$ cat src/logic/eic_pkg.sv
package eic_pkg;
	localparam logic [7:0] ATTN_OPCODE     = 8'h67;
	localparam logic [7:0] CMD_IDENTIFY    = 8'hec;
	localparam logic [7:0] TYPE_SAFTE_RD   = 8'h00;
	localparam logic [7:0] TYPE_SES_RD     = 8'h02;
	localparam logic [7:0] TYPE_SAFTE_WR   = 8'h80;
	localparam logic [7:0] TYPE_SES_WR     = 8'h82;
	localparam logic [7:0] STATUS_OK       = 8'h50;
	localparam logic [7:0] STATUS_ERR      = 8'h51;
	localparam logic [7:0] ASCII_SPACE     = 8'h20;
	localparam logic [7:0] ASCII_MAX       = 8'h7e;
	localparam logic [7:0] ID_LEN          = 8'h40;
	localparam logic [5:0] OFS_LEN         = 6'h00;
	localparam logic [5:0] OFS_SUBENC      = 6'h01;
	localparam logic [5:0] OFS_LID         = 6'h02;
	localparam logic [5:0] OFS_VENDOR      = 6'h0a;
	localparam logic [5:0] OFS_PRODUCT     = 6'h12;
	localparam logic [5:0] OFS_PREV        = 6'h22;
	localparam logic [5:0] OFS_CHANNEL     = 6'h26;
	localparam logic [5:0] OFS_FWREV       = 6'h27;
	localparam logic [5:0] OFS_IFID        = 6'h2b;
	localparam logic [5:0] OFS_IFREV       = 6'h31;
	localparam logic [5:0] OFS_VSPEC       = 6'h35;
	localparam logic [3:0] AUTH_IEEE       = 4'h5;
	localparam logic [47:0] IFID_SAFTE     = 48'h5341462d5445;
	localparam logic [47:0] IFID_SES       = 48'h532d452d5320;
	localparam int         NUM_SLOTS       = 4;
	localparam logic [2:0] SLOT_BYTES      = 3'h3;
	localparam logic [2:0] SAFTE_ACT_BIT   = 3'h2;
	localparam logic [1:0] SES_ACT_BYTE    = 2'h2;
	localparam logic [2:0] SES_ACT_BIT     = 3'h7;
	localparam logic [5:0] SES_ELEM_BYTES  = 6'h04;
	localparam logic [5:0] SES_ELEM_FIRST  = 6'h08;
	localparam int         CLK_HZ          = 40000000;
	localparam int         BLINK_MS        = 500;
	localparam int         BLINK_CYC       = (CLK_HZ / 1000) * BLINK_MS;
	localparam int         TOGGLE_CYC      = CLK_HZ / 16;
	localparam logic [7:0] RESET_BYTE      = 8'h00;
endpackage : eic_pkg
$ cat src/logic/eic_blink.sv
module eic_blink
	import eic_pkg::*;
#(
	parameter int DURATION = BLINK_CYC,
	parameter int HALF     = TOGGLE_CYC
) (
	input  wire logic i_clk,
	input  wire logic i_resetn,
	input  wire logic i_start,
	output logic      o_active,
	output logic      o_led
);
	logic [24:0] dur_reg, dur_next;
	logic [24:0] tog_reg, tog_next;
	logic        led_reg, led_next;
	logic        act_reg, act_next;

	always_comb begin
		dur_next = dur_reg;
		tog_next = tog_reg;
		led_next = led_reg;
		act_next = act_reg;
		if (i_start) begin
			act_next = 1'b1;
			dur_next = 25'(DURATION - 1);
			tog_next = 25'(HALF - 1);
			led_next = 1'b1;
		end else if (act_reg) begin
			// blink for the duration, then clear and go dark
			if (dur_reg == 25'h0) begin
				act_next = 1'b0;
				led_next = 1'b0;
			end else begin
				dur_next = dur_reg - 25'h1;
				if (tog_reg == 25'h0) begin
					tog_next = 25'(HALF - 1);
					led_next = ~led_reg;
				end else begin
					tog_next = tog_reg - 25'h1;
				end
			end
		end
	end

	always_ff @(posedge i_clk) begin
		if (!i_resetn) begin
			dur_reg <= 25'h0;
			tog_reg <= 25'h0;
			led_reg <= 1'b0;
			act_reg <= 1'b0;
		end else begin
			dur_reg <= dur_next;
			tog_reg <= tog_next;
			led_reg <= led_next;
			act_reg <= act_next;
		end
	end

	assign o_active = act_reg;
	assign o_led    = led_reg;
endmodule : eic_blink

$ cat src/logic/eic_ctrl.sv
// Behaviour
// - identify is command code ECh with type 00h or 02h.
// - ascii fields use only 20h..7Eh, space padded.
// - leftmost character sits at lowest byte offset.
// - reserved bytes and bits return zero.
// - only the requested number of leading bytes is returned.
// - identify structure is 64 bytes.
// - byte 0 reports the count of valid bytes.
// - sub-enclosure identifier byte reads zero.
// - logical identifier is 8 bytes with authority code 5h.
// - vendor, product and revision strings formatted as inquiry data.
// - channel identifier byte holds channel value or zero.
// - firmware revision is four ascii characters.
// - interface id returns SAF-TE or S-E-S by command type.
// - interface revision is ascii digit, period, digit, digit.
// - slot data is three bytes per slot from slot 0.
// - slot with all flags clear keeps its state.
// - ses activity flag is bit 7 of element byte 2.
// - activity flag blinks its led about 0.5 s then clears.
// - ending status 50h on success, 51h on error.
module eic_ctrl
	import eic_pkg::*;
#(
	parameter logic [63:0]  LOGICAL_ID = 64'h5000000000000001, // arbitrary value
	parameter logic [63:0]  VENDOR_STR = 64'h454e434c4f535552,
	parameter logic [127:0] PRODUCT_STR = 128'h4241434b504c414e4520202020202020,
	parameter logic [31:0]  PREV_STR   = 32'h31303030,
	parameter logic [31:0]  FWREV_STR  = 32'h30313030,
	parameter logic [31:0]  IFREV_STR  = 32'h312e3030,
	parameter logic         SUPPORT_SAFTE = 1'b1,
	parameter logic         SUPPORT_SES   = 1'b1,
	parameter int           BLINK_DUR  = BLINK_CYC
) (
	input  wire logic        i_clk,
	input  wire logic        i_resetn,
	input  wire logic        i_cmd_valid,
	input  wire logic [7:0]  i_cmd_code,
	input  wire logic [7:0]  i_cmd_type,
	input  wire logic [7:0]  i_cmd_len,
	input  wire logic [7:0]  i_channel_id,
	input  wire logic        i_wr_valid,
	input  wire logic [7:0]  i_wr_data,
	output logic             o_busy,
	output logic             o_rd_valid,
	output logic [7:0]       o_rd_data,
	output logic             o_done,
	output logic [7:0]       o_status,
	output logic [eic_pkg::NUM_SLOTS-1:0] o_act_flag,
	output logic [eic_pkg::NUM_SLOTS-1:0] o_act_led
);
	import eic_pkg::*;

	typedef enum logic [1:0] {
		ST_IDLE  = 2'b00,
		ST_READ  = 2'b01,
		ST_WRITE = 2'b10,
		ST_DONE  = 2'b11
	} eic_state_t;

	eic_state_t  state_reg, state_next;
	logic [7:0]  idx_reg, idx_next;
	logic [7:0]  len_reg, len_next;
	logic        ses_reg, ses_next;
	logic [7:0]  dat_reg, dat_next;
	logic        rdv_reg, rdv_next;
	logic        busy_reg, busy_next;
	logic        done_reg, done_next;
	logic [7:0]  stat_reg, stat_next;
	logic [7:0]  sb0_reg, sb0_next;
	logic [7:0]  sb1_reg, sb1_next;
	logic [NUM_SLOTS-1:0] start_reg, start_next;
	logic [NUM_SLOTS-1:0] act_reg, act_next;
	logic [NUM_SLOTS-1:0] led_reg, led_next;
	logic [NUM_SLOTS-1:0] blink_act, blink_led;

	// pick one byte of a string, byte 0 = leftmost character
	function automatic logic [7:0] str_byte(input logic [127:0] s, input int nbytes, input int k);
		logic [7:0] c;
		c = s[(nbytes - 1 - k) * 8 +: 8];
		if (c < ASCII_SPACE || c > ASCII_MAX)
			c = ASCII_SPACE;
		return c;
	endfunction : str_byte

	function automatic logic [7:0] id_byte(input logic [5:0] a, input logic ses, input logic [7:0] ch);
		logic [7:0] b;
		logic [63:0] lid;
		b = 8'h00;
		lid = {AUTH_IEEE, LOGICAL_ID[59:0]};
		if (a == OFS_LEN)
			b = ID_LEN;
		else if (a == OFS_SUBENC)
			b = 8'h00;
		else if (a < OFS_VENDOR)
			b = lid[(7 - int'(a - OFS_LID)) * 8 +: 8];
		else if (a < OFS_PRODUCT)
			b = str_byte({64'h0, VENDOR_STR}, 8, int'(a - OFS_VENDOR));
		else if (a < OFS_PREV)
			b = str_byte(PRODUCT_STR, 16, int'(a - OFS_PRODUCT));
		else if (a < OFS_CHANNEL)
			b = str_byte({96'h0, PREV_STR}, 4, int'(a - OFS_PREV));
		else if (a == OFS_CHANNEL)
			b = ch;
		else if (a < OFS_IFID)
			b = str_byte({96'h0, FWREV_STR}, 4, int'(a - OFS_FWREV));
		else if (a < OFS_IFREV)
			b = str_byte({80'h0, (ses ? IFID_SES : IFID_SAFTE)}, 6, int'(a - OFS_IFID));
		else if (a < OFS_VSPEC)
			b = str_byte({96'h0, IFREV_STR}, 4, int'(a - OFS_IFREV));
		return b;
	endfunction : id_byte

	// which slot a slot-status byte belongs to, and its byte within the slot
	function automatic logic [7:0] slot_of(input logic [7:0] i, input logic ses);
		logic [7:0] r;
		if (ses)
			r = (i - 8'(SES_ELEM_FIRST)) >> 2;
		else
			r = i / 8'(SLOT_BYTES);
		return r;
	endfunction : slot_of

	function automatic logic [7:0] pos_of(input logic [7:0] i, input logic ses);
		logic [7:0] r;
		if (ses)
			r = (i - 8'(SES_ELEM_FIRST)) & 8'h03;
		else
			r = i % 8'(SLOT_BYTES);
		return r;
	endfunction : pos_of

	logic       id_ok, wr_ok, type_ok;
	logic [7:0] w_slot, w_pos;

	always_comb begin
		type_ok = (i_cmd_type == TYPE_SAFTE_RD && SUPPORT_SAFTE) || (i_cmd_type == TYPE_SES_RD && SUPPORT_SES);
		id_ok   = (i_cmd_code == CMD_IDENTIFY) && type_ok;
		wr_ok   = (i_cmd_type == TYPE_SAFTE_WR && SUPPORT_SAFTE) || (i_cmd_type == TYPE_SES_WR && SUPPORT_SES);
		w_slot  = slot_of(idx_reg, ses_reg);
		w_pos   = pos_of(idx_reg, ses_reg);
	end

	always_comb begin
		state_next = state_reg;
		idx_next   = idx_reg;
		len_next   = len_reg;
		ses_next   = ses_reg;
		dat_next   = 8'h00;
		rdv_next   = 1'b0;
		done_next  = 1'b0;
		stat_next  = stat_reg;
		sb0_next   = sb0_reg;
		sb1_next   = sb1_reg;
		start_next = '0;
		case (state_reg)
			ST_IDLE: begin
				idx_next = 8'h00;
				if (i_cmd_valid) begin
					len_next = i_cmd_len;
					ses_next = i_cmd_type[1];
					if (id_ok) begin
						state_next = (i_cmd_len == 8'h00) ? ST_DONE : ST_READ;
						stat_next  = STATUS_OK;
					end else if (wr_ok) begin
						state_next = (i_cmd_len == 8'h00) ? ST_DONE : ST_WRITE;
						stat_next  = STATUS_OK;
					end else begin
						state_next = ST_DONE;
						stat_next  = STATUS_ERR;
					end
				end
			end
			ST_READ: begin
				rdv_next = 1'b1;
				dat_next = (idx_reg < ID_LEN) ? id_byte(idx_reg[5:0], ses_reg, i_channel_id) : 8'h00;
				idx_next = idx_reg + 8'h01;
				if (idx_reg + 8'h01 == len_reg)
					state_next = ST_DONE;
			end
			ST_WRITE: begin
				if (i_wr_valid) begin
					idx_next = idx_reg + 8'h01;
					if (!ses_reg && w_slot < 8'(NUM_SLOTS)) begin
						if (w_pos == 8'h00)
							sb0_next = i_wr_data;
						else if (w_pos == 8'h01)
							sb1_next = i_wr_data;
						else if ((sb0_next | sb1_next | i_wr_data) != 8'h00)
							start_next[w_slot[1:0]] = sb1_reg[SAFTE_ACT_BIT];
					end else if (ses_reg && idx_reg >= 8'(SES_ELEM_FIRST) && w_slot < 8'(NUM_SLOTS)) begin
						if (w_pos == 8'(SES_ACT_BYTE) && i_wr_data[SES_ACT_BIT])
							start_next[w_slot[1:0]] = 1'b1;
					end
					if (idx_reg + 8'h01 == len_reg)
						state_next = ST_DONE;
				end
			end
			ST_DONE: begin
				done_next  = 1'b1;
				state_next = ST_IDLE;
			end
			default: state_next = ST_IDLE;
		endcase
		busy_next = (state_next != ST_IDLE);
	end

	genvar g;
	generate
		for (g = 0; g < NUM_SLOTS; g++) begin : g_slot
			eic_blink #(
				.DURATION (BLINK_DUR),
				.HALF     (TOGGLE_CYC)
			) u_blink (
				.i_clk    (i_clk),
				.i_resetn (i_resetn),
				.i_start  (start_reg[g]),
				.o_active (blink_act[g]),
				.o_led    (blink_led[g])
			);
		end
	endgenerate

	always_comb begin
		act_next = blink_act | start_reg;
		led_next = blink_led;
	end

	always_ff @(posedge i_clk) begin
		if (!i_resetn) begin
			state_reg <= ST_IDLE;
			idx_reg   <= 8'h00;
			len_reg   <= 8'h00;
			ses_reg   <= 1'b0;
			dat_reg   <= RESET_BYTE;
			rdv_reg   <= 1'b0;
			busy_reg  <= 1'b0;
			done_reg  <= 1'b0;
			stat_reg  <= RESET_BYTE;
			sb0_reg   <= 8'h00;
			sb1_reg   <= 8'h00;
			start_reg <= '0;
			act_reg   <= '0;
			led_reg   <= '0;
		end else begin
			state_reg <= state_next;
			idx_reg   <= idx_next;
			len_reg   <= len_next;
			ses_reg   <= ses_next;
			dat_reg   <= dat_next;
			rdv_reg   <= rdv_next;
			busy_reg  <= busy_next;
			done_reg  <= done_next;
			stat_reg  <= stat_next;
			sb0_reg   <= sb0_next;
			sb1_reg   <= sb1_next;
			start_reg <= start_next;
			act_reg   <= act_next;
			led_reg   <= led_next;
		end
	end

	assign o_busy     = busy_reg;
	assign o_rd_valid = rdv_reg;
	assign o_rd_data  = dat_reg;
	assign o_done     = done_reg;
	assign o_status   = stat_reg;
	assign o_act_flag = act_reg;
	assign o_act_led  = led_reg;
endmodule : eic_ctrl

$ cat config.mk
export PLATFORM = sky130hd
export DESIGN_NAME = eic_ctrl
export DESIGN_NICKNAME = d
export VERILOG_FILES = /design/src/logic/eic_pkg.sv /design/src/logic/eic_blink.sv /design/src/logic/eic_ctrl.sv
export SDC_FILE = /design/constraint.sdc
export NUM_CORES = 1
export LEC_CHECK = 0
export BUFFER_PORTS_ARGS = -buffer_cell sky130_fd_sc_hd__buf_2
export CORE_ASPECT_RATIO = 0.7
export CORE_MARGIN = 1.5
export CORE_UTILIZATION = 62
export CTS_BUF_LIST = sky130_fd_sc_hd__clkbuf_2
export DETAILED_ROUTE_END_ITERATION = 10
export PLACE_DENSITY = 0.78
export SLEW_MARGIN = 20
export SYNTH_ARGS = -nofsm -noshare
export SYNTH_HDL_FRONTEND = slang
export SYNTH_HIERARCHICAL = 1
export SYNTH_SLANG_ARGS = --single-unit
$ cat constraint.sdc
create_clock -name i_clk -period 5.6 [get_ports i_clk]
set_input_delay 0.56 -clock i_clk [delete_from_list [all_inputs] [get_ports i_clk]]
set_output_delay 0.56 -clock i_clk [all_outputs]
set_load 0.02 [all_outputs]
==> metrics.log <==
[metrics] outcome: complete, no violations
[metrics] EDFF count, synth: 0
[metrics] leak pwr: 6.158 nW
[metrics] final count of hold timing violations: 0
[metrics] Layout Skew: 0.07126 ns
[metrics] Vert. Die Dim: 133.1 um
[metrics] area delta synth->final: 7.039%
[metrics] slew margin rel.: 27.88%
[metrics] proportion of netlist area held by the largest area contributor: 33.80%
[metrics] layout cell share with drive strength beyond 1: 12.16%
[metrics] count of distinct cell types in the synthesized netlist: 89
[metrics] number of global-route vias before repair: 13570
[metrics] sinks on the clock net: 253
[metrics] core outline area: 0.02370 mm^2
[metrics] largest voltage drop on the vdd net: 185.9 uV
[metrics] Initial Util: 63.23%
[metrics] Layout Nets: 1971
[metrics] hpwl dp: 26130 um
[metrics] top cell type by total area after synthesis: sky130_fd_sc_hd__dfxtp_1
[metrics] Clk pwr share: 31.3%
[metrics] switching power share of the total: 33.37%
[metrics] Total Power: 3.716 mW
[metrics] placement-stage cell area: 0.01534 mm^2
[metrics] first-pass GRT wire length: 65080 um
[metrics] placer congestion estimate: 0.9387
[metrics] Die Area: 0.02513 mm^2
[metrics] kind of path behind the tightest hold check: input pin to flop
[metrics] number of buffers created by CTS: 61
[metrics] clock transition at the registers of the reported paths: 0.11 ns
[metrics] wire length per cell after detailed routing: 17.18 um
[metrics] power spent charging and discharging nets: 1.240 mW
[metrics] Detailed Route Iter0 Violations: 1442
[metrics] cell area after technology mapping: 0.01499 mm^2
[metrics] # DRC: 0
[metrics] origin of the critical flop-to-flop path: idx_reg[6]
[metrics] actual slew at the worst max-slew pin: 1.082 ns
[metrics] design internal power: 2.476 mW
[metrics] nature of the critical path endpoint: flop
[metrics] areal power density over the cells: 231.7 mW/mm^2
[metrics] number of cells produced by synthesis: 1825
[metrics] Most used DFF post-synth: sky130_fd_sc_hd__dfxtp_1
[metrics] count of placed standard cells in the final layout, fillers left out: 2244
[metrics] max-cap check violation count: 0
[metrics] Via density: 6.546
[metrics] fraction of the yosys area taken by sequential cells: 33.80%
[metrics] maximum operating frequency: 205.7 MHz
[metrics] type of the worst setup path: flop to flop
[metrics] pin count of the biggest net entering global routing: 32
[metrics] portion of total power attributed to combinational logic: 18.4%
[metrics] number of levels the H-tree was split into: 2
[metrics] Setup WS post-layout: 0.7386 ns
[metrics] part of the power in registers: 50.3%
[metrics] count of placed standard cells including taps: 2118
[metrics] RSZ-0062 raised after global routing: false
[metrics] count of TritonRoute iterations in the first routing pass: 7
[metrics] critical path startpoint category: flop
[metrics] count of port buffers added during placement: 59
[metrics] final-layout fill cell count: 2008
[metrics] remaining antenna violation count after routing: 0
[metrics] pre-CTS worst setup slack: 0.9060 ns
[metrics] count of final max-slew check failures: 0
[metrics] shortest clock period the worst path allows after layout: 4.861 ns
[metrics] share of the clock period used by the worst path: 86.81%
[metrics] critical hold path startpoint: i_cmd_valid
[metrics] maximum root-to-sink buffer count: 3
[metrics] Max Fanout on Critical Path: 16
[metrics] total grt overflow: 0
[metrics] clock tree from TritonCTS: done
[metrics] CTS root buf: sky130_fd_sc_hd__clkbuf_2
[metrics] global-route usage over all layers: 30.51%
[metrics] number of antenna violations at the first check in global routing: 1
[metrics] clk_lat worst skew: 0.94 ns
[metrics] aggregate negative setup slack: 0 ns
[metrics] overall routed net length: 38560 um
[metrics] Worst Path Required: 6.46 ns
[metrics] row count: 47
[metrics] Layout Cell Area excl Fill: 0.01604 mm^2
[metrics] number of top-level design ports: 71
[metrics] Synth Area per Inst: 8.211 um^2
[metrics] Setup violations, final: 0
[metrics] vias after detailed routing: 14690
[metrics] total of warnings raised by yosys: 6
[metrics] number of flip-flops and latches in the synthesized netlist: 253
[metrics] DIE WIDTH: 188.8 um
[metrics] critical path data arrival time: 5.72 ns
[metrics] most area-consuming cells after synthesis: sky130_fd_sc_hd__dfxtp_1 34%, sky130_fd_sc_hd__a21oi_1 5.0%, sky130_fd_sc_hd__nor2_1 3.9%, sky130_fd_sc_hd__ha_1 3.8%, sky130_fd_sc_hd__xor2_1 3.3%
[metrics] FFs w/ async S/R, synth: 0%
[metrics] cell types with the highest counts after synthesis: 253 x sky130_fd_sc_hd__dfxtp_1, 155 x sky130_fd_sc_hd__nor2_1, 151 x sky130_fd_sc_hd__a21oi_1
[metrics] most frequently used cell type in the post-synthesis netlist: sky130_fd_sc_hd__dfxtp_1
[metrics] crit path launch: idx_reg[6]
-- metrics by stage --
step | util, % | hold slack, ns
final | 67.68 | 0.09620
after global placement | 64.71 | 0.4415
after CTS | 67.67 | 0.003970
after detailed placement | 64.71 | 0.4498
after global routing | 67.68 | 0.04904
after floorplan | - | 0.4350
-- path summary, 6_finish.rpt --
path | cells past startpoint | end | slack, ns
worst max-delay path | 15 | start_reg[0] | 0.74
worst min-delay path | 3 | state_reg[0] | 0.1
worst max register to register | 15 | start_reg[0] | 0.74
worst min register to register | 2 | sb1_reg[2] | 0.48
-- critical path, cell delays in order, from the launching register on --
cell,delay [ns]
sky130_fd_sc_hd__dfxtp_1,0.67
sky130_fd_sc_hd__and3b_1,0.26
sky130_fd_sc_hd__o21a_1,0.23
sky130_fd_sc_hd__nor4_1,0.58
sky130_fd_sc_hd__a21o_1,0.24
sky130_fd_sc_hd__ha_1,0.31
sky130_fd_sc_hd__inv_1,0.17
sky130_fd_sc_hd__o31a_1,0.20
sky130_fd_sc_hd__xnor2_1,0.17
sky130_fd_sc_hd__ha_1,0.27
sky130_fd_sc_hd__or4_4,0.58
sky130_fd_sc_hd__nor4b_4,0.39
sky130_fd_sc_hd__nand3_1,0.13
sky130_fd_sc_hd__a21o_1,0.20
sky130_fd_sc_hd__a32o_1,0.26
sky130_fd_sc_hd__a21oi_1,0.13
-- layout make-up --
cell class	count	area (um^2)	area share, %
tap	318	397.9	2.480
inverter	53	198.9	1.240
multi-input combinational	1420	9266	57.77
clock inverter	25	106.4	0.6630
clock buffer	81	405.4	2.527
timing repair buffer	93	598.1	3.729
antenna	1	2.502	0.01560
sequential	253	5065	31.58
-- layout by cell type, fill, tap and decap left out, types with 52 or more instances in the layout --
cell type	Yosys	final
sky130_fd_sc_hd__clkbuf_2	0	81
sky130_fd_sc_hd__nor2_1	155	155
sky130_fd_sc_hd__o21ai_0	79	79
sky130_fd_sc_hd__nor3_1	65	65
sky130_fd_sc_hd__dfxtp_1	253	253
sky130_fd_sc_hd__nand2_1	121	121
sky130_fd_sc_hd__o31ai_1	52	52
sky130_fd_sc_hd__buf_2	10	59
sky130_fd_sc_hd__or3_1	70	70
sky130_fd_sc_hd__xor2_1	56	56
sky130_fd_sc_hd__a21oi_1	151	151
sky130_fd_sc_hd__a31oi_1	60	60
-- power groups by stage --
stage / registers [mW] / logic [mW] / clock network [mW]
4_1_cts: 1.87 / 0.667 / 1.19
6_report: 1.87 / 0.683 / 1.16
3_3_place_gp: 1.91 / 0.636 / 0
3_5_place_dp: 1.91 / 0.649 / 0
5_1_grt: 1.87 / 0.764 / 1.29
2_1_floorplan: 1.92 / 0.481 / 0
-- cells by family (layout without fill, tap and decap cells) --
kind of cell               Yosys count  after routing  share of synthesized area, %
other                                1              6                       0.02502
xor gates and xnor gates           103            103                         6.020
DFF                                253            253                         33.80
and+or+nand+nor                    733            733                         27.91
AOI/OAI and AO/OA                  528            528                         23.61
buffers and inverters              156            252                         4.467
muxes                                5              5                        0.3423
adders and majority gates           46             46                         3.824
-- routing by layer --
metal  vias to the layer above  global-route usage [%]  part of all wire [%]
met3                        76                   6.764                   8.3
met1                      6898                   44.16                    47
met5                         -                       0                     0
met2                       597                   44.98                    43
li1                       7119                       -                     -
met4                         0                   9.480                   2.2
-- timing repair --
item / in CTS / in global routing
buffers inserted: 0 / 0
setup endpoints to repair: 0 / 0
resized for setup: 0 / 0
hold buffers: 19 / 0
hold endpoints to repair: 18 / 0
Note: power is estimated with default switching activity, not from simulation.
